==> src/inc/csc_pkg.sv <==
// shared constants for the codec status command link and its two ends
package csc_pkg;
    // byte framing
    localparam logic [7:0] CSC_IDLE_BYTE = 8'hff;
    // identification byte, value is arbitrary
    localparam logic [7:0] CSC_ID_DEFAULT = 8'h5a;
    localparam logic [7:0] CSC_CFG_RESET = 8'h00;

    // command byte fields
    localparam int CSC_CMD_CH_HI = 7;
    localparam int CSC_CMD_CH_LO = 6;
    localparam int CSC_CMD_RW_BIT = 5;
    localparam int CSC_CMD_KIND_HI = 4;
    localparam int CSC_CMD_KIND_LO = 3;
    localparam int CSC_CMD_LEN_HI = 2;
    localparam int CSC_CMD_LEN_LO = 0;
    localparam int CSC_CMD_COP_SHORT_BIT = 3;
    localparam logic [1:0] CSC_KIND_STATUS = 2'h2;
    localparam logic [1:0] CSC_KIND_EXT = 2'h3;
    localparam int CSC_KIND_COEF_BIT = 4;
    localparam logic [2:0] CSC_LEN_MAX = 3'h5;
    localparam logic [2:0] CSC_COP_SHORT_LAST = 3'h3;
    localparam logic [2:0] CSC_COP_LONG_LAST = 3'h7;

    // configuration register indices
    localparam int CSC_NUM_CH = 4;
    localparam int CSC_NUM_CFG = 4;
    localparam logic [2:0] CSC_REG_FILTER = 3'h0;
    localparam logic [2:0] CSC_REG_TONE = 3'h1;
    localparam logic [2:0] CSC_REG_CUTOFF = 3'h2;
    localparam logic [2:0] CSC_REG_LOOP = 3'h3;

    // filter_enable_config
    localparam int CSC_FLT_EN_HI = 7;
    localparam int CSC_FLT_EN_LO = 2;
    localparam int CSC_ECHO_SET_HI = 1;
    localparam int CSC_ECHO_SET_LO = 0;
    // tone_law_power_config
    localparam int CSC_TONE2_ON_BIT = 7;
    localparam int CSC_TONE1_ON_BIT = 6;
    localparam int CSC_TONE2_CUSTOM_BIT = 5;
    localparam int CSC_TONE1_CUSTOM_BIT = 4;
    localparam int CSC_MU_LAW_BIT = 3;
    localparam int CSC_POWER_ON_BIT = 2;
    // cutoff_metering_config
    localparam int CSC_CUTOFF_HI = 7;
    localparam int CSC_CUTOFF_LO = 5;
    localparam int CSC_CLEAR_RAM_BIT = 3;
    localparam int CSC_METER_EN_BIT = 2;
    localparam int CSC_METER_RESULT_BIT = 1;
    localparam int CSC_VOICE_TONE_BIT = 0;
    // loopback_gain_config
    localparam int CSC_LOOP_HI = 7;
    localparam int CSC_LOOP_LO = 4;
    localparam int CSC_TX_BOOST_BIT = 3;
    localparam int CSC_RX_CUT_BIT = 2;
    localparam int CSC_TX_HP_OFF_BIT = 1;
    localparam int CSC_RX_HP_OFF_BIT = 0;

    localparam int CSC_METER_W = 16;

    // host register byte offsets
    localparam logic [7:0] CSC_OFF_CTRL = 8'h00;
    localparam logic [7:0] CSC_OFF_TXCMD = 8'h04;
    localparam logic [7:0] CSC_OFF_TXDATA = 8'h08;
    localparam logic [7:0] CSC_OFF_STATUS = 8'h0c;
    localparam logic [7:0] CSC_OFF_RXDATA = 8'h10;
    localparam int CSC_CTRL_FRAME_BIT = 0;
    localparam int CSC_STAT_BUSY_BIT = 0;
    localparam int CSC_STAT_FRAME_BIT = 1;
    localparam int CSC_STAT_REFUSED_BIT = 2;

    // link timing
    localparam int CSC_CLK_PERIOD_NS = 10;
    localparam int CSC_DCLK_HALF_NS = 50;
    localparam int CSC_DCLK_HALF_CYC =
        (CSC_DCLK_HALF_NS + CSC_CLK_PERIOD_NS - 1) / CSC_CLK_PERIOD_NS;
    localparam logic [3:0] CSC_HALF_LAST = 4'(CSC_DCLK_HALF_CYC - 1);
endpackage

==> src/inc/csc_link_if.sv <==
// serial command link between controller and codec
`timescale 1ns/1ps
interface csc_link_if;
    logic cs_n;
    logic dclk;
    logic din;
    logic dout;
    modport device (input cs_n, input dclk, input din, output dout);
    modport host (output cs_n, output dclk, output din, input dout);
endinterface

==> src/core/csc_device.sv <==
// codec end: status command decoder and per-channel configuration registers
`timescale 1ns/1ps
module csc_device
    import csc_pkg::*;
#(
    parameter logic [7:0] ID_CODE = CSC_ID_DEFAULT
) (
    input wire logic clock_in, // 100 MHz clock
    input wire logic rst_n_in, // synchronous reset, active low
    csc_link_if.device link, // serial command link
    input wire logic [3:0][CSC_METER_W-1:0] meter_sample_in, // signed samples to level metering
    input wire logic [3:0] meter_valid_in, // sample strobe per channel
    input wire logic [CSC_METER_W-1:0] meter_threshold_in, // metering threshold
    output logic [3:0][5:0] filter_en_out, // echo, imp, txresp, rxresp, txgain, rxgain
    output logic [3:0][1:0] echo_set_out, // echo coefficient set
    output logic [3:0][1:0] tone_on_out, // [1] tone 2, [0] tone 1 running
    output logic [3:0][1:0] tone_custom_out, // programmed frequency per tone
    output logic [3:0] mu_law_out, // 1 mu-law, 0 A-law
    output logic [3:0] power_on_out, // 1 operating, 0 standby
    output logic [3:0][2:0] cutoff_out, // path cut-off code
    output logic [3:0] clear_ram_out, // data RAM held at zero
    output logic [3:0] meter_en_out, // level metering active
    output logic [3:0] meter_result_out, // level above threshold
    output logic [3:0] voice_tone_out, // voice and tone summed
    output logic [3:0][3:0] loopback_out, // loopback mode code
    output logic [3:0] tx_boost_out, // transmit analog gain
    output logic [3:0] rx_cut_out, // receive analog attenuation
    output logic [3:0][1:0] hp_off_out // [1] tx, [0] rx highpass bypassed
);
    typedef enum logic [4:0] {
        ST_CMD = 5'b00001,
        ST_WR = 5'b00010,
        ST_RD_ID = 5'b00100,
        ST_RD_DATA = 5'b01000,
        ST_SKIP = 5'b10000
    } csc_dev_state_e;

    csc_dev_state_e state;
    logic dclk_q;
    logic [2:0] bit_cnt;
    logic [6:0] rx_shift;
    logic [7:0] tx_shift;
    logic dout;
    logic [1:0] ch;
    logic [2:0] idx;
    logic is_sop;
    logic [3:0][3:0][7:0] cfg;
    logic [3:0] meter_result;
    logic [2:0] rd_idx;
    logic [7:0] rd_val;

    wire dclk_rise = link.dclk & ~dclk_q;
    wire dclk_fall = ~link.dclk & dclk_q;
    wire [7:0] rx_byte = {rx_shift, link.din};
    wire byte_done = dclk_rise && !link.cs_n && (bit_cnt == 3'h7);
    wire cmd_read = rx_byte[CSC_CMD_RW_BIT];
    wire [1:0] cmd_kind = rx_byte[CSC_CMD_KIND_HI:CSC_CMD_KIND_LO];
    wire [2:0] cmd_len = rx_byte[CSC_CMD_LEN_HI:CSC_CMD_LEN_LO];

    assign link.dout = dout;

    always_ff @(posedge clock_in) begin
        if (!rst_n_in) begin
            dclk_q <= 1'b0;
        end else begin
            dclk_q <= link.dclk;
        end
    end

    // partial byte dropped
    // a byte cut short by deselect never reaches byte_done, so it is lost
    always_ff @(posedge clock_in) begin
        if (!rst_n_in || link.cs_n) begin
            bit_cnt <= 3'h0;
            rx_shift <= 7'h00;
        end else if (dclk_rise) begin
            bit_cnt <= bit_cnt + 3'h1;
            rx_shift <= rx_byte[6:0];
        end
    end

    always_ff @(posedge clock_in) begin
        if (!rst_n_in || link.cs_n) begin
            state <= ST_CMD;
            ch <= 2'h0;
            idx <= 3'h0;
            is_sop <= 1'b0;
        end else if (byte_done) begin
            case (state)
                ST_CMD: begin
                    ch <= rx_byte[CSC_CMD_CH_HI:CSC_CMD_CH_LO];
                    is_sop <= (cmd_kind == CSC_KIND_STATUS);
                    if (!rx_byte[CSC_KIND_COEF_BIT]) begin
                        idx <= rx_byte[CSC_CMD_COP_SHORT_BIT] ? CSC_COP_SHORT_LAST
                                                              : CSC_COP_LONG_LAST;
                    end else begin
                        idx <= cmd_len;
                    end
                    if (cmd_read) begin
                        state <= ST_RD_ID;
                    end else if (cmd_kind == CSC_KIND_STATUS) begin
                        state <= ST_WR;
                    end else begin
                        state <= ST_SKIP;
                    end
                end
                ST_RD_ID: begin
                    state <= ST_RD_DATA;
                end
                ST_WR, ST_RD_DATA, ST_SKIP: begin
                    if (idx == 3'h0) begin
                        state <= ST_CMD;
                    end else begin
                        idx <= idx - 3'h1;
                    end
                end
                default: begin
                    state <= ST_CMD;
                end
            endcase
        end
    end

    // registers above the four held here accept and drop their bytes
    always_ff @(posedge clock_in) begin
        if (!rst_n_in) begin
            cfg <= {(CSC_NUM_CH * CSC_NUM_CFG) {CSC_CFG_RESET}};
        end else if (byte_done && state == ST_WR && idx < 3'(CSC_NUM_CFG)) begin
            cfg[ch][idx[1:0]] <= rx_byte;
        end
    end

    // the byte loaded at a byte end goes out during the next byte
    assign rd_idx = (state == ST_RD_ID) ? idx : idx - 3'h1;

    always_comb begin
        rd_val = 8'h00;
        if (is_sop && rd_idx < 3'(CSC_NUM_CFG)) begin
            rd_val = cfg[ch][rd_idx[1:0]];
            if (rd_idx == CSC_REG_CUTOFF) begin
                rd_val[CSC_METER_RESULT_BIT] = meter_result[ch];
            end
        end
    end

    always_ff @(posedge clock_in) begin
        if (!rst_n_in || link.cs_n) begin
            tx_shift <= CSC_IDLE_BYTE;
            dout <= 1'b1;
        end else if (byte_done) begin
            case (state)
                ST_CMD: tx_shift <= cmd_read ? ID_CODE : CSC_IDLE_BYTE;
                ST_RD_ID: tx_shift <= rd_val;
                ST_RD_DATA: tx_shift <= (idx == 3'h0) ? CSC_IDLE_BYTE : rd_val;
                default: tx_shift <= CSC_IDLE_BYTE;
            endcase
        end else if (dclk_fall) begin
            dout <= tx_shift[7];
            tx_shift <= {tx_shift[6:0], 1'b1};
        end
    end

    genvar g;
    generate
        for (g = 0; g < CSC_NUM_CH; g++) begin : gen_ch
            logic [CSC_METER_W-1:0] mag;
            assign mag = meter_sample_in[g][CSC_METER_W-1] ? CSC_METER_W'(-meter_sample_in[g])
                                                           : meter_sample_in[g];
            always_ff @(posedge clock_in) begin
                if (!rst_n_in) begin
                    meter_result[g] <= 1'b0;
                end else if (cfg[g][CSC_REG_CUTOFF][CSC_METER_EN_BIT] && meter_valid_in[g]) begin
                    meter_result[g] <= (mag > meter_threshold_in);
                end
            end
            assign filter_en_out[g] = cfg[g][CSC_REG_FILTER][CSC_FLT_EN_HI:CSC_FLT_EN_LO];
            assign echo_set_out[g] = cfg[g][CSC_REG_FILTER][CSC_ECHO_SET_HI:CSC_ECHO_SET_LO];
            assign tone_on_out[g][0] = cfg[g][CSC_REG_TONE][CSC_TONE1_ON_BIT];
            assign tone_on_out[g][1] = cfg[g][CSC_REG_TONE][CSC_TONE2_ON_BIT]
                                       & ~cfg[g][CSC_REG_CUTOFF][CSC_METER_EN_BIT];
            assign tone_custom_out[g] = {cfg[g][CSC_REG_TONE][CSC_TONE2_CUSTOM_BIT],
                                         cfg[g][CSC_REG_TONE][CSC_TONE1_CUSTOM_BIT]};
            assign mu_law_out[g] = cfg[g][CSC_REG_TONE][CSC_MU_LAW_BIT];
            assign power_on_out[g] = cfg[g][CSC_REG_TONE][CSC_POWER_ON_BIT];
            assign cutoff_out[g] = cfg[g][CSC_REG_CUTOFF][CSC_CUTOFF_HI:CSC_CUTOFF_LO];
            assign clear_ram_out[g] = cfg[g][CSC_REG_CUTOFF][CSC_CLEAR_RAM_BIT];
            assign meter_en_out[g] = cfg[g][CSC_REG_CUTOFF][CSC_METER_EN_BIT];
            assign meter_result_out[g] = meter_result[g];
            assign voice_tone_out[g] = cfg[g][CSC_REG_CUTOFF][CSC_VOICE_TONE_BIT];
            assign loopback_out[g] = cfg[g][CSC_REG_LOOP][CSC_LOOP_HI:CSC_LOOP_LO];
            assign tx_boost_out[g] = cfg[g][CSC_REG_LOOP][CSC_TX_BOOST_BIT];
            assign rx_cut_out[g] = cfg[g][CSC_REG_LOOP][CSC_RX_CUT_BIT];
            assign hp_off_out[g] = {cfg[g][CSC_REG_LOOP][CSC_TX_HP_OFF_BIT],
                                    cfg[g][CSC_REG_LOOP][CSC_RX_HP_OFF_BIT]};
        end
    endgenerate
endmodule

==> src/flat_wrapper.sv <==
// flat-port wrapper written by rule: the top's interface ports become plain ports
module csc_device_flat import csc_pkg::*;
#(
    parameter logic [7:0] ID_CODE = CSC_ID_DEFAULT
)
  (clock_in, rst_n_in, meter_sample_in, meter_valid_in, meter_threshold_in, filter_en_out, echo_set_out, tone_on_out, tone_custom_out, mu_law_out, power_on_out, cutoff_out, clear_ram_out, meter_en_out, meter_result_out, voice_tone_out, loopback_out, tx_boost_out, rx_cut_out, hp_off_out, link_cs_n, link_dclk, link_din, link_dout);
  csc_link_if link_i ();
  input wire logic clock_in;
  input wire logic rst_n_in;
  input wire logic [3:0][CSC_METER_W-1:0] meter_sample_in;
  input wire logic [3:0] meter_valid_in;
  input wire logic [CSC_METER_W-1:0] meter_threshold_in;
  output logic [3:0][5:0] filter_en_out;
  output logic [3:0][1:0] echo_set_out;
  output logic [3:0][1:0] tone_on_out;
  output logic [3:0][1:0] tone_custom_out;
  output logic [3:0] mu_law_out;
  output logic [3:0] power_on_out;
  output logic [3:0][2:0] cutoff_out;
  output logic [3:0] clear_ram_out;
  output logic [3:0] meter_en_out;
  output logic [3:0] meter_result_out;
  output logic [3:0] voice_tone_out;
  output logic [3:0][3:0] loopback_out;
  output logic [3:0] tx_boost_out;
  output logic [3:0] rx_cut_out;
  output logic [3:0][1:0] hp_off_out;
  input wire logic [$bits(link_i.cs_n)-1:0] link_cs_n;
  input wire logic [$bits(link_i.dclk)-1:0] link_dclk;
  input wire logic [$bits(link_i.din)-1:0] link_din;
  output wire logic [$bits(link_i.dout)-1:0] link_dout;
  assign link_i.cs_n = link_cs_n;
  assign link_i.dclk = link_dclk;
  assign link_i.din = link_din;
  assign link_dout = link_i.dout;
  csc_device #(.ID_CODE(ID_CODE)) u_core (.clock_in(clock_in), .rst_n_in(rst_n_in), .link(link_i), .meter_sample_in(meter_sample_in), .meter_valid_in(meter_valid_in), .meter_threshold_in(meter_threshold_in), .filter_en_out(filter_en_out), .echo_set_out(echo_set_out), .tone_on_out(tone_on_out), .tone_custom_out(tone_custom_out), .mu_law_out(mu_law_out), .power_on_out(power_on_out), .cutoff_out(cutoff_out), .clear_ram_out(clear_ram_out), .meter_en_out(meter_en_out), .meter_result_out(meter_result_out), .voice_tone_out(voice_tone_out), .loopback_out(loopback_out), .tx_boost_out(tx_boost_out), .rx_cut_out(rx_cut_out), .hp_off_out(hp_off_out));
endmodule
==> config.mk <==
export PLATFORM = sky130hd
export DESIGN_NAME = csc_device_flat
export DESIGN_NICKNAME = d
export VERILOG_FILES = /design/src/inc/csc_pkg.sv /design/src/inc/csc_link_if.sv /design/src/core/csc_device.sv /design/src/flat_wrapper.sv
export SDC_FILE = /design/constraint.sdc
export NUM_CORES = 1
export LEC_CHECK = 0
export BUFFER_PORTS_ARGS = -buffer_cell sky130_fd_sc_hd__clkbuf_2
export CORE_MARGIN = 4
export CORE_UTILIZATION = 62
export DETAILED_ROUTE_END_ITERATION = 10
export PLACE_DENSITY = 0.87
export SYNTH_ARGS = -nofsm -noshare
export SYNTH_HDL_FRONTEND = slang
export SYNTH_SLANG_ARGS = --single-unit
==> constraint.sdc <==
create_clock -name clock_in -period 5.3 [get_ports clock_in]
set_clock_uncertainty 0.15 [all_clocks]
set_input_delay 0.265 -clock clock_in [delete_from_list [all_inputs] [get_ports clock_in]]
set_output_delay 0.265 -clock clock_in [all_outputs]
set_load 0.005 [all_outputs]
==> flow_metrics.py, run 1 <==
metrics = {
    "finish": {
        "area_delta_synth_final_pct": 6.935,
        "final_nets": 1557,
        "drive_gt1_share_pct": 21.23,
        "fin_util_pct": 67.53,
        "fill_cells": 1442,
        "seq_area_um2": 3186,
        "diodes": 0,
        "multi_input_area_um2": 6904,
    },
    "drt": {
        "first_pass_iters": 8,
        "wire_per_inst_um": 20.28,
        "drc": 0,
        "wirelength_um": 33120,
        "viasPerCell": 6.180,
        "ant_nets": 0,
        "vias": 10090,
        "drt-initial-drc-count": 991,
    },
    "sta": {
        "tightest_slew_ps": 1117,
        "hold_viol": 0,
        "min_period_ps": 3213,
        "fin_crit_sh_pct": 60.62,
        "clock.fmax_mhz": 311.3,
        "drv_slew": 0,
        "setup_viol": 0,
        "slew_headroom_pct": 25.43,
        "rsz0062_at_grt": "no",
        "fin_setup_tns_ps": 0,
    },
    "yosys": {
        "syn_area_um2": 11380,
        "yosys.area.top_type": "dfxtp_1",
        "ys_types": 66,
        "syn_nets": 1508,
        "synth_edf_count": 0,
        "synth_top_family_by_area": "compound AO/OA/AOI/OAI gates",
        "yosys_register_bits": 159,
        "yosys.area_share.adder_pct": 8.244,
        "synth.most_common_cell": "nand2_1",
        "ys_top_cells_by_area": "dfxtp_1, ha_1, buf_4, a21boi_0, nand2_1",
        "synthSimpleGateAreaFrac_pct": 16.64,
        "synth_commonest_cells": "nand2_1, dfxtp_1, o21ai_0",
        "seq_area_frac_synth_pct": 27.96,
        "yosysWarnings": 0,
        "yosys_most_used_dff": "dfxtp_1",
        "async_reset_ff_share_pct": 0,
        "avgSynthCellArea_um2": 8.470,
        "synth_mux_area_share_pct": 10.02,
        "netlist.area_leader.share_pct": 27.96,
        "synth_compound_area_share_pct": 21.43,
        "synth_xor_xnor_area_share_pct": 4.309,
        "netlist_instances": 1344,
    },
    "place": {
        "portBuffers": 205,
        "gp_congestion": 1.004,
        "post-dp-hpwl_um": 24590,
    },
    "global_routing": {
        "antenna_found_initial": 0,
        "grt_max_degree": 126,
        "gr-usage-all-layers_pct": 31.70,
        "grt_first_pass_wirelength_um": 51140,
        "grt_overflow": 0,
        "grt_pass1_vias": 9448,
    },
    "cts": {
        "cts_tree": "done",
        "cts_root_buf": "clkbuf_16",
        "clock_latency_ps": 440,
        "numCtsBuffers": 17,
        "cts.clk_slew.worst_paths_ps": 60,
        "cts_buffer_depth": 2,
        "htreeDepth": 4,
        "numClockSinks": 159,
    },
    "setup_path": {
        "path_max_fanout": 28,
        "crit_chain": "ha_1 -> ha_1 -> and4bb_2 -> and3_1 -> nand2_1 -> nor2_1 -> nand2_1 -> a21boi_0",
        "crit_arrival_ps": 3400,
        "reg2reg_slack_ps": 2090,
        "required_ps": 5490,
        "r2r-start": "u_core.bit_cnt[0]$_SDFFE_PP0P_",
        "start_kind": "register",
        "endpoint_kind": "register",
        "cp_slowest_cell": "nor2_1",
        "path_class": "register to register",
        "startpoint": "u_core.bit_cnt[0]$_SDFFE_PP0P_",
        "critical-path-max-stage-delay_ps": 740,
    },
    "floorplan": {
        "dieArea_um2": 20590,
        "io_pins": 206,
        "core_region_area_um2": 18020,
        "fp-row-count": 49,
        "start_util_pct": 63.15,
        "fp.dieW_um": 143.5,
        "die_h_um": 143.5,
    },
    "worst_hold_path": {
        "hold_path.class": "input port to register",
        "min_from": "meter_valid_in[2]",
    },
    "flow_run": {
        "drv_cap": 0,
    },
    "run_status": {
        "outcome": "finished, final reports clean",
    },
    "power": {
        "p_per_area_nw_per_um2": 218.7,
        "peakVddDrop_uv": 221.1,
        "power_leakage_nw": 4.739,
    },
}
through the flow:
step | area, um2 | instances | hold WS, ps | setup slack (ps) | total power, mW
after floorplan | 11380 | 1344 | 236.7 | 2348 | 1.437
after global placement | 11600 | 1600 | 296.8 | 2137 | 1.527
after detailed placement | 11600 | 1600 | 301.7 | 2093 | 1.541
after CTS | 12170 | 1633 | 120.3 | 2143 | 2.663
after global routing | 12170 | 1633 | 143.0 | 1866 | 2.750
final | 12170 | 1633 | 130.4 | 2087 | 2.663
final cells by class:
cell class              count  share of cell area, %
clock buffers              20                  3.669
clock inverters            10                 0.7503
inverters                  34                  1.048
multi-input cells         963                  56.72
flip-flops and latches    159                  26.17
well taps                 229                  2.354
repair buffers            218                  9.292
flip-flops by register name (all words and copies together), names as in the netlist, 2 cells and up:
signal,flops
u_core.tone_on_out,4
u_core.state,5
u_core.rx_shift,7
u_core.hp_off_out,8
u_core.clear_ram_out,4
u_core.voice_tone_out,4
u_core.tx_boost_out,4
u_core.loopback_out,16
u_core.echo_set_out,8
u_core.idx,3
u_core.cutoff_out,12
u_core.ch,2
u_core.tx_shift,8
u_core.meter_en_out,4
u_core.power_on_out,4
u_core.rx_cut_out,4
u_core.cfg,16
u_core.tone_custom_out,8
u_core.filter_en_out,24
u_core.bit_cnt,3
u_core.mu_law_out,4
u_core.meter_result_out,4
path summary, 6_finish.rpt:
kind	cells after the start	endpoint
worst max-delay path	8	u_core.cfg[40]$_SDFFE_PN0P_
worst min-delay path	4	u_core.meter_result_out[2]$_SDFFE_PN0P_
worst max register to register	8	u_core.cfg[40]$_SDFFE_PN0P_
worst min register to register	2	u_core.bit_cnt[1]$_SDFFE_PP0P_
power by group:
part           total, mW  switching (mW)  leakage, nW  internal [mW]
Sequential          1.20         0.00328         1.28           1.20
Clock               1.14           0.490        0.262          0.651
Combinational      0.321           0.173         3.19          0.148
cells by family (layout without fill, tap and decap cells):
family / count (synthesis) / after routing
AND/OR/NAND/NOR: 385 / 385
AO/OA/AOI/OAI: 373 / 373
buffers and inverters: 222 / 282
flip-flops: 159 / 159
adder cells (fa/ha/maj): 75 / 75
multiplexers: 74 / 74
XOR/XNOR: 56 / 56
metal layers:
layer  GRT usage, %  share of wire [%]  vias to the layer above
met5              0                  0                        -
met4          12.44                3.3                        0
met3          6.955                9.6                       80
met2          52.89                 48                      531
met1          40.13                 39                     4698
li1               -                  -                     4783
what timing repair did:
action | in CTS | in global routing
buffers inserted | 0 | 0
resized for setup | 0 | 0
endpoints found under the hold margin | 4 | 0
hold buffers | 3 | 0
cell usage in the layout (no fill, tap or decap), types with 4 or more instances in the layout:
cell,Yosys,routed
or4_1,5,5
mux4_4,5,5
nor3_1,13,13
o211a_1,4,4
nand4_1,18,18
xnor2_1,54,54
a22oi_1,5,5
clkinv_2,0,4
o22ai_1,6,6
o41ai_1,5,5
nand2_1,183,183
clkbuf_16,0,17
ha_1,75,75
a21boi_0,93,93
inv_1,34,34
nor3_4,4,4
mux4_2,26,26
nor2_1,44,44
clkbuf_2,1,204
nor2b_1,55,55
nand3b_1,4,4
a221oi_1,7,7
mux2i_1,43,43
o31ai_1,23,23
o21ai_0,124,124
buf_4,112,10
nand2b_1,10,10
or3_1,9,9
a21o_1,17,17
o221ai_1,6,6
nand3_1,14,14
o211ai_1,4,4
a21oi_1,44,44
dfxtp_1,159,157
nor4_1,6,6
o21a_1,8,8
or2_2,6,6
critical path: cells and delay by family (launching register included):
family                   cells  cell delay [ps]
flip-flops                   1              350
AND/OR/NAND/NOR              5             2000
adder cells (fa/ha/maj)      2              340
AO/OA/AOI/OAI                1              250
Power figures use the tool's default switching activity.
==> run 2: changes to the inputs <==
--- a/config.mk
+++ b/config.mk
@@ -7,9 +7,9 @@
 export LEC_CHECK = 0
 export BUFFER_PORTS_ARGS = -buffer_cell sky130_fd_sc_hd__clkbuf_2
 export CORE_MARGIN = 4
-export CORE_UTILIZATION = 62
+export CORE_UTILIZATION = 52
 export DETAILED_ROUTE_END_ITERATION = 10
-export PLACE_DENSITY = 0.87
+export PLACE_DENSITY = 0.78
 export SYNTH_ARGS = -nofsm -noshare
 export SYNTH_HDL_FRONTEND = slang
 export SYNTH_SLANG_ARGS = --single-unit
==> constraint.sdc (replaced) <==
create_clock -name clock_in -period 2.9 [get_ports clock_in]
set_clock_uncertainty 0.15 [all_clocks]
set_input_delay 0.145 -clock clock_in [delete_from_list [all_inputs] [get_ports clock_in]]
set_output_delay 0.145 -clock clock_in [all_outputs]
set_load 0.005 [all_outputs]
==> flow_metrics.py, run 2 (synthesis gave the netlist of run 1 again) <==
metrics = {
    "run_status": {
        "outcome": "finished, final reports clean",
    },
    "finish": {
        "largest_reg_flops": 24,
        "fin_util_pct": 59.53,
        "final_nets": 1598,
        "diodes": 0,
        "layout_commonest_cell": "clkbuf_2",
        "mostFrequentLayoutCells": "clkbuf_2, nand2_1, dfxtp_1, o21ai_0, a21boi_0",
        "drive_gt1_share_pct": 23.84,
        "area_delta_synth_final_pct": 11.31,
    },
    "cts": {
        "postCtsSetupBuffers": 0,
        "cts_buffer_depth": 2,
        "cts.clk_slew.worst_paths_ps": 60,
        "numCtsBuffers": 17,
        "clock_latency_ps": 430,
        "numClockSinks": 159,
        "htreeDepth": 4,
        "cts_root_buf": "clkbuf_16",
        "cts_tree": "done",
    },
    "power": {
        "p_comb_share_pct": 11.4,
        "seqPwrFrac_pct": 42.3,
        "p_sw_mw": 1.271,
        "p_total_mw": 5.188,
        "peakVddDrop_uv": 411.1,
        "netSwitchingFraction_pct": 24.49,
        "power_leakage_nw": 4.998,
        "intPower_mw": 3.918,
        "pwr-share-clk_pct": 46.3,
        "p_per_area_nw_per_um2": 409.5,
    },
    "global_routing": {
        "grt-busiest-layer": "met2",
        "antenna_found_initial": 0,
        "grt_use_met1_pct": 35.32,
        "grt_overflow": 0,
        "grt_first_pass_wirelength_um": 53530,
        "grt.met2_usage_pct": 44.88,
        "grt_pass1_vias": 9904,
        "gr-usage-all-layers_pct": 27.60,
        "grt_max_degree": 130,
        "grt.met3_usage_pct": 6.297,
    },
    "drt": {
        "wirelength_um": 33910,
        "drt-initial-drc-count": 793,
        "wire_per_inst_um": 19.69,
        "vias": 10310,
        "viasPerCell": 5.985,
        "first_pass_iters": 5,
        "ant_nets": 0,
        "drc": 0,
    },
    "sta": {
        "drv_slew": 0,
        "hold_viol": 0,
        "rsz0062_at_grt": "no",
        "setup_viol": 0,
        "clock.fmax_mhz": 368.5,
        "min_period_ps": 2714,
        "final.setup.worst_slack_ps": 186.1,
        "tightest_slew_ps": 1096,
        "slew_headroom_pct": 26.81,
        "fin_crit_sh_pct": 93.58,
    },
    "setup_path": {
        "crit_arrival_ps": 2880,
        "critical-path-max-stage-delay_ps": 490,
        "crit_chain": "ha_1 -> ha_1 -> and4bb_2 -> and3_1 -> nand2_1 -> nor3_4 -> mux2i_1 -> nor2b_1",
        "reg2reg_slack_ps": 190,
        "start_kind": "register",
        "crit_family": "simple AND/OR/NAND/NOR gates",
        "path_buf_inv": 0,
        "cp_slowest_cell": "nor3_4",
        "path_class": "register to register",
        "required_ps": 3070,
        "endpoint_kind": "register",
        "path_common_cell": "ha_1",
        "path_max_fanout": 8,
    },
    "floorplan": {
        "fp-row-count": 53,
        "fp.dieW_um": 156.0,
        "core_region_area_um2": 21290,
        "die_h_um": 156.0,
        "start_util_pct": 53.48,
        "io_pins": 206,
        "dieArea_um2": 24320,
    },
    "flow_run": {
        "drv_cap": 0,
    },
    "place": {
        "post-dp-hpwl_um": 25770,
        "dp_worst_setup_slack_ps": -123.8,
        "portBuffers": 205,
        "gp_congestion": 0.9267,
    },
    "worst_hold_path": {
        "hold_path.class": "input port to register",
    },
}
[run 2: path summary, 6_finish.rpt]
check             cells past startpoint                                 endpoint                           start
setup / recovery                      8        u_core.hp_off_out[0]$_SDFFE_PN0P_  u_core.bit_cnt[0]$_SDFFE_PP0P_
hold / removal                        4  u_core.meter_result_out[3]$_SDFFE_PN0P_               meter_valid_in[3]
setup reg to reg                      8        u_core.hp_off_out[0]$_SDFFE_PN0P_  u_core.bit_cnt[0]$_SDFFE_PP0P_
hold reg to reg                       2           u_core.bit_cnt[1]$_SDFFE_PP0P_  u_core.bit_cnt[1]$_SDFFE_PP0P_
[run 2: final cells by class]
type / count / area (um2)
Clock inverter: 11 / 152.6
Sequential cell: 159 / 3186
Inverter: 34 / 127.6
Timing Repair Buffer: 259 / 1474
Multi-Input combinational cell: 963 / 6907
Tap cell: 275 / 344.1
Clock buffer: 21 / 480.5
Fill cell: 1853 / 8616
[run 2: worst reg2reg max path: stages, from the launching register on]
cell	delay, ps
dfxtp_1	350
ha_1	160
ha_1	190
and4bb_2	330
and3_1	280
nand2_1	270
nor3_4	490
mux2i_1	300
nor2b_1	80
[run 2: through the flow]
step	area [um2]	hold WS (ps)	TNS [ps]	instances
finish	12670	18.85	0	1722
global route	12670	37.35	0	1722
CTS	12670	14.69	0	1722
detailed placement	12020	261.8	-145.7	1688
global placement	12020	264.0	-138.1	1688
floorplan	11380	116.7	0	1344
[run 2: timing repair]
item / 4_1_cts / 5_1_grt
setup endpoints to repair: 0 / 3
gates resized for setup: 0 / 1
hold endpoints to repair: 2 / 0
hold buffers: 2 / 0
[run 2: metal layers]
metal,vias to the layer above,routed length [um]
met4,0,1296
met5,-,0
met3,84,2910
li1,4874,-
met2,500,15920
met1,4848,13790
[run 2: power groups by stage]
stage          logic (mW)  clock network (mW)  registers, mW
2_1_floorplan       0.388                   0           2.24
3_3_place_gp        0.564                   0           2.24
3_5_place_dp        0.583                   0           2.24
4_1_cts             0.587                2.42           2.19
5_1_grt             0.666                2.52           2.19
6_report            0.592                2.40           2.19
==> run 3: changes to the inputs <==
--- a/config.mk
+++ b/config.mk
@@ -5,11 +5,11 @@
 export SDC_FILE = /design/constraint.sdc
 export NUM_CORES = 1
 export LEC_CHECK = 0
+export ABC_AREA = 1
 export BUFFER_PORTS_ARGS = -buffer_cell sky130_fd_sc_hd__clkbuf_2
 export CORE_MARGIN = 4
-export CORE_UTILIZATION = 52
+export CORE_UTILIZATION = 40
 export DETAILED_ROUTE_END_ITERATION = 10
-export PLACE_DENSITY = 0.78
 export SYNTH_ARGS = -nofsm -noshare
 export SYNTH_HDL_FRONTEND = slang
 export SYNTH_SLANG_ARGS = --single-unit
==> constraint.sdc (replaced) <==
create_clock -name clock_in -period 2.98 [get_ports clock_in]
set_clock_uncertainty 0.15 [all_clocks]
set_input_delay 0.149 -clock clock_in [delete_from_list [all_inputs] [get_ports clock_in]]
set_output_delay 0.149 -clock clock_in [all_outputs]
set_load 0.005 [all_outputs]
==> flow_metrics.py, run 3 <==
metrics = {
    "power": {
        "peakVddDrop_uv": 381.9,
        "p_per_area_nw_per_um2": 406.9,
        "power_leakage_nw": 5.824,
    },
    "setup_path": {
        "path_class": "register to register",
        "reg2reg_slack_ps": 560,
        "required_ps": 3210,
        "crit_arrival_ps": 2650,
        "cp_slowest_cell": "dfxtp_1",
        "crit_chain": "nor2_1 -> nand3_1 -> nand2_4 -> nand2_4 -> inv_1 -> nand2_1 -> nand3_1 -> nand3_1 -> nand2_1 -> nand2_1 -> nand2_1",
        "crit_family": "simple AND/OR/NAND/NOR gates",
        "endpoint_kind": "register",
        "r2r-start": "u_core.state[1]$_SDFFE_PP0P_",
        "start_kind": "register",
        "r2r-end": "u_core.tx_shift[7]$_SDFFE_PP1P_",
        "path_max_fanout": 16,
        "path_buf_inv": 1,
        "cp.depth": 11,
        "r2r_cells": 11,
        "path_common_cell": "nand2_1",
        "critical-path-max-stage-delay_ps": 350,
    },
    "cts": {
        "numClockSinks": 159,
        "cts_root_buf": "clkbuf_16",
        "htreeDepth": 4,
        "cts_tree": "done",
        "clock_latency_ps": 440,
        "numCtsBuffers": 17,
        "cts_buffer_depth": 2,
        "cts_resized": 0,
        "cts.clk_slew.worst_paths_ps": 70,
    },
    "yosys": {
        "synth_edf_count": 0,
        "avgSynthCellArea_um2": 6.801,
        "seq_area_frac_synth_pct": 29.29,
        "ys_types": 35,
        "yosysWarnings": 0,
        "syn_nets": 1762,
        "netlist.area_leader.share_pct": 29.29,
        "async_reset_ff_share_pct": 0,
        "synth.most_common_cell": "nand2_1",
        "synth_commonest_cells": "nand2_1, a21oi_1, inv_1",
        "yosys_most_used_dff": "dfxtp_1",
        "syn_area_um2": 10870,
        "yosys_register_bits": 159,
        "ys_top_cells_by_area": "dfxtp_1, nand2_1, ha_1, a21oi_1, buf_4",
        "netlist_instances": 1598,
        "yosys.area.top_type": "dfxtp_1",
    },
    "global_routing": {
        "grt_overflow": 0,
        "grt_pass1_vias": 10080,
        "grt_first_pass_wirelength_um": 55170,
        "grt_max_degree": 126,
        "gr-usage-all-layers_pct": 22.92,
        "antenna_found_initial": 0,
    },
    "finish": {
        "drive_gt1_share_pct": 17.69,
        "diodes": 0,
        "layout_commonest_cell": "nand2_1",
        "final_nets": 1853,
        "fill_cells": 2795,
        "mostFrequentLayoutCells": "nand2_1, clkbuf_2, a21oi_1, inv_1, o21ai_0",
        "fin_cells": 2043,
        "area_delta_synth_final_pct": 11.01,
        "largest_reg_flops": 24,
    },
    "sta": {
        "min_period_ps": 2417,
        "slew_headroom_pct": 23.23,
        "fin_setup_tns_ps": 0,
        "drv_slew": 0,
        "holdWs_ps": -11.54,
        "clock.fmax_mhz": 413.8,
        "fin_crit_sh_pct": 81.10,
        "hold_viol": 2,
        "rsz0062_at_grt": "no",
        "tightest_slew_ps": 1151,
        "setup_viol": 0,
        "final.setup.worst_slack_ps": 563.4,
    },
    "run_status": {
        "violations": "hold timing",
        "outcome": "finished, violations left",
    },
    "place": {
        "gp_congestion": 0.8908,
        "portBuffers": 205,
        "dp_worst_setup_slack_ps": 467.1,
        "dp.cells": 2006,
        "post-dp-hpwl_um": 26900,
    },
    "floorplan": {
        "fp-row-count": 60,
        "die_h_um": 172.8,
        "io_pins": 206,
        "dieArea_um2": 29870,
        "core_region_area_um2": 26880,
        "start_util_pct": 40.44,
        "fp.dieW_um": 172.8,
    },
    "worst_hold_path": {
        "min_to": "u_core.meter_result_out[1]$_SDFFE_PN0P_",
        "min_from": "rst_n_in",
        "whs_path_depth": 3,
        "hold_path.class": "input port to register",
    },
    "drt": {
        "wire_per_inst_um": 17.29,
        "viasPerCell": 5.196,
        "ant_nets": 0,
        "drc": 0,
        "vias": 10620,
        "wirelength_um": 35320,
        "drt-initial-drc-count": 885,
        "first_pass_iters": 5,
    },
    "flow_run": {
        "drv_cap": 0,
    },
}
==> run 3: per-layer routing <==
metal	part of all wire (%)	vias to the layer above	global-route usage, %
li1	-	5331	-
met1	47	4871	31.89
met2	44	362	35.73
met3	6.9	51	5.356
met4	2.3	0	6.352
met5	0	-	0
==> run 3: logic make-up (layout without fill, tap and decap cells) <==
logic type                 count (synthesis)  after routing  synth area share, %
DFF                                      159            159                29.29
adders and majority gates                 75             75                8.635
and+or+nand+nor                          582            582                23.96
buffers and inverters                    331            435                15.43
xor gates and xnor gates                  47             47                3.788
AOI/OAI and AO/OA                        404            404                18.90
==> run 3: final cells by class <==
cell class	instances	area, um2	share of cell area, %
inverter	176	660.6	5.476
clock inverter	15	151.4	1.255
multi-input combinational	1108	6011	49.82
sequential	159	3183	26.38
tap	341	426.7	3.537
clock buffer	17	425.4	3.526
timing repair buffer	227	1206	9.998
==> run 3: report_power, final <==
group	internal, mW	total [mW]	leakage, nW	switching (mW)
Clock	1.18	2.17	0.267	0.995
Combinational	0.232	0.601	4.27	0.370
Sequential	2.13	2.14	1.28	0.00505
==> run 3: worst max-delay path by stage <==
stage,start,endpoint,slack [ps]
after global routing,u_core.ch[1]$_SDFFE_PP0P_,u_core.tx_shift[5]$_SDFFE_PP1P_,420
after global placement,meter_sample_in[32],u_core.meter_result_out[2]$_SDFFE_PN0P_,520
after detailed placement,meter_sample_in[32],u_core.meter_result_out[2]$_SDFFE_PN0P_,470
final,u_core.state[1]$_SDFFE_PP0P_,u_core.tx_shift[7]$_SDFFE_PP1P_,560
after floorplan,meter_sample_in[32],u_core.meter_result_out[2]$_SDFFE_PN0P_,800
after CTS,u_core.bit_cnt[0]$_SDFFE_PP0P_,u_core.filter_en_out[12]$_SDFFE_PN0P_,560
==> run 3: per-stage QoR <==
step	cell area (um2)	util, %	total power [mW]	hold slack (ps)
2_1_floorplan	10870	-	2.575	92.45
3_3_place_gp	11440	42.56	2.764	224.5
3_5_place_dp	11440	42.56	2.777	221.9
4_1_cts	12060	44.89	4.936	0.06428
5_1_grt	12060	44.89	5.117	36.71
6_report	12060	44.89	4.909	-11.54
==> run 3: worst reg2reg max path, delay by kind of cell (launching register included) <==
| family | cells | cell delay [ps] |
|---|---|---|
| buf+inv | 1 | 260 |
| flops | 1 | 350 |
| simple gates | 10 | 1600 |
==> run 3: what timing repair did <==
action                                 CTS  global route
setup buffers                            0             0
hold buffers                             5             0
endpoints found under the hold margin    5             0
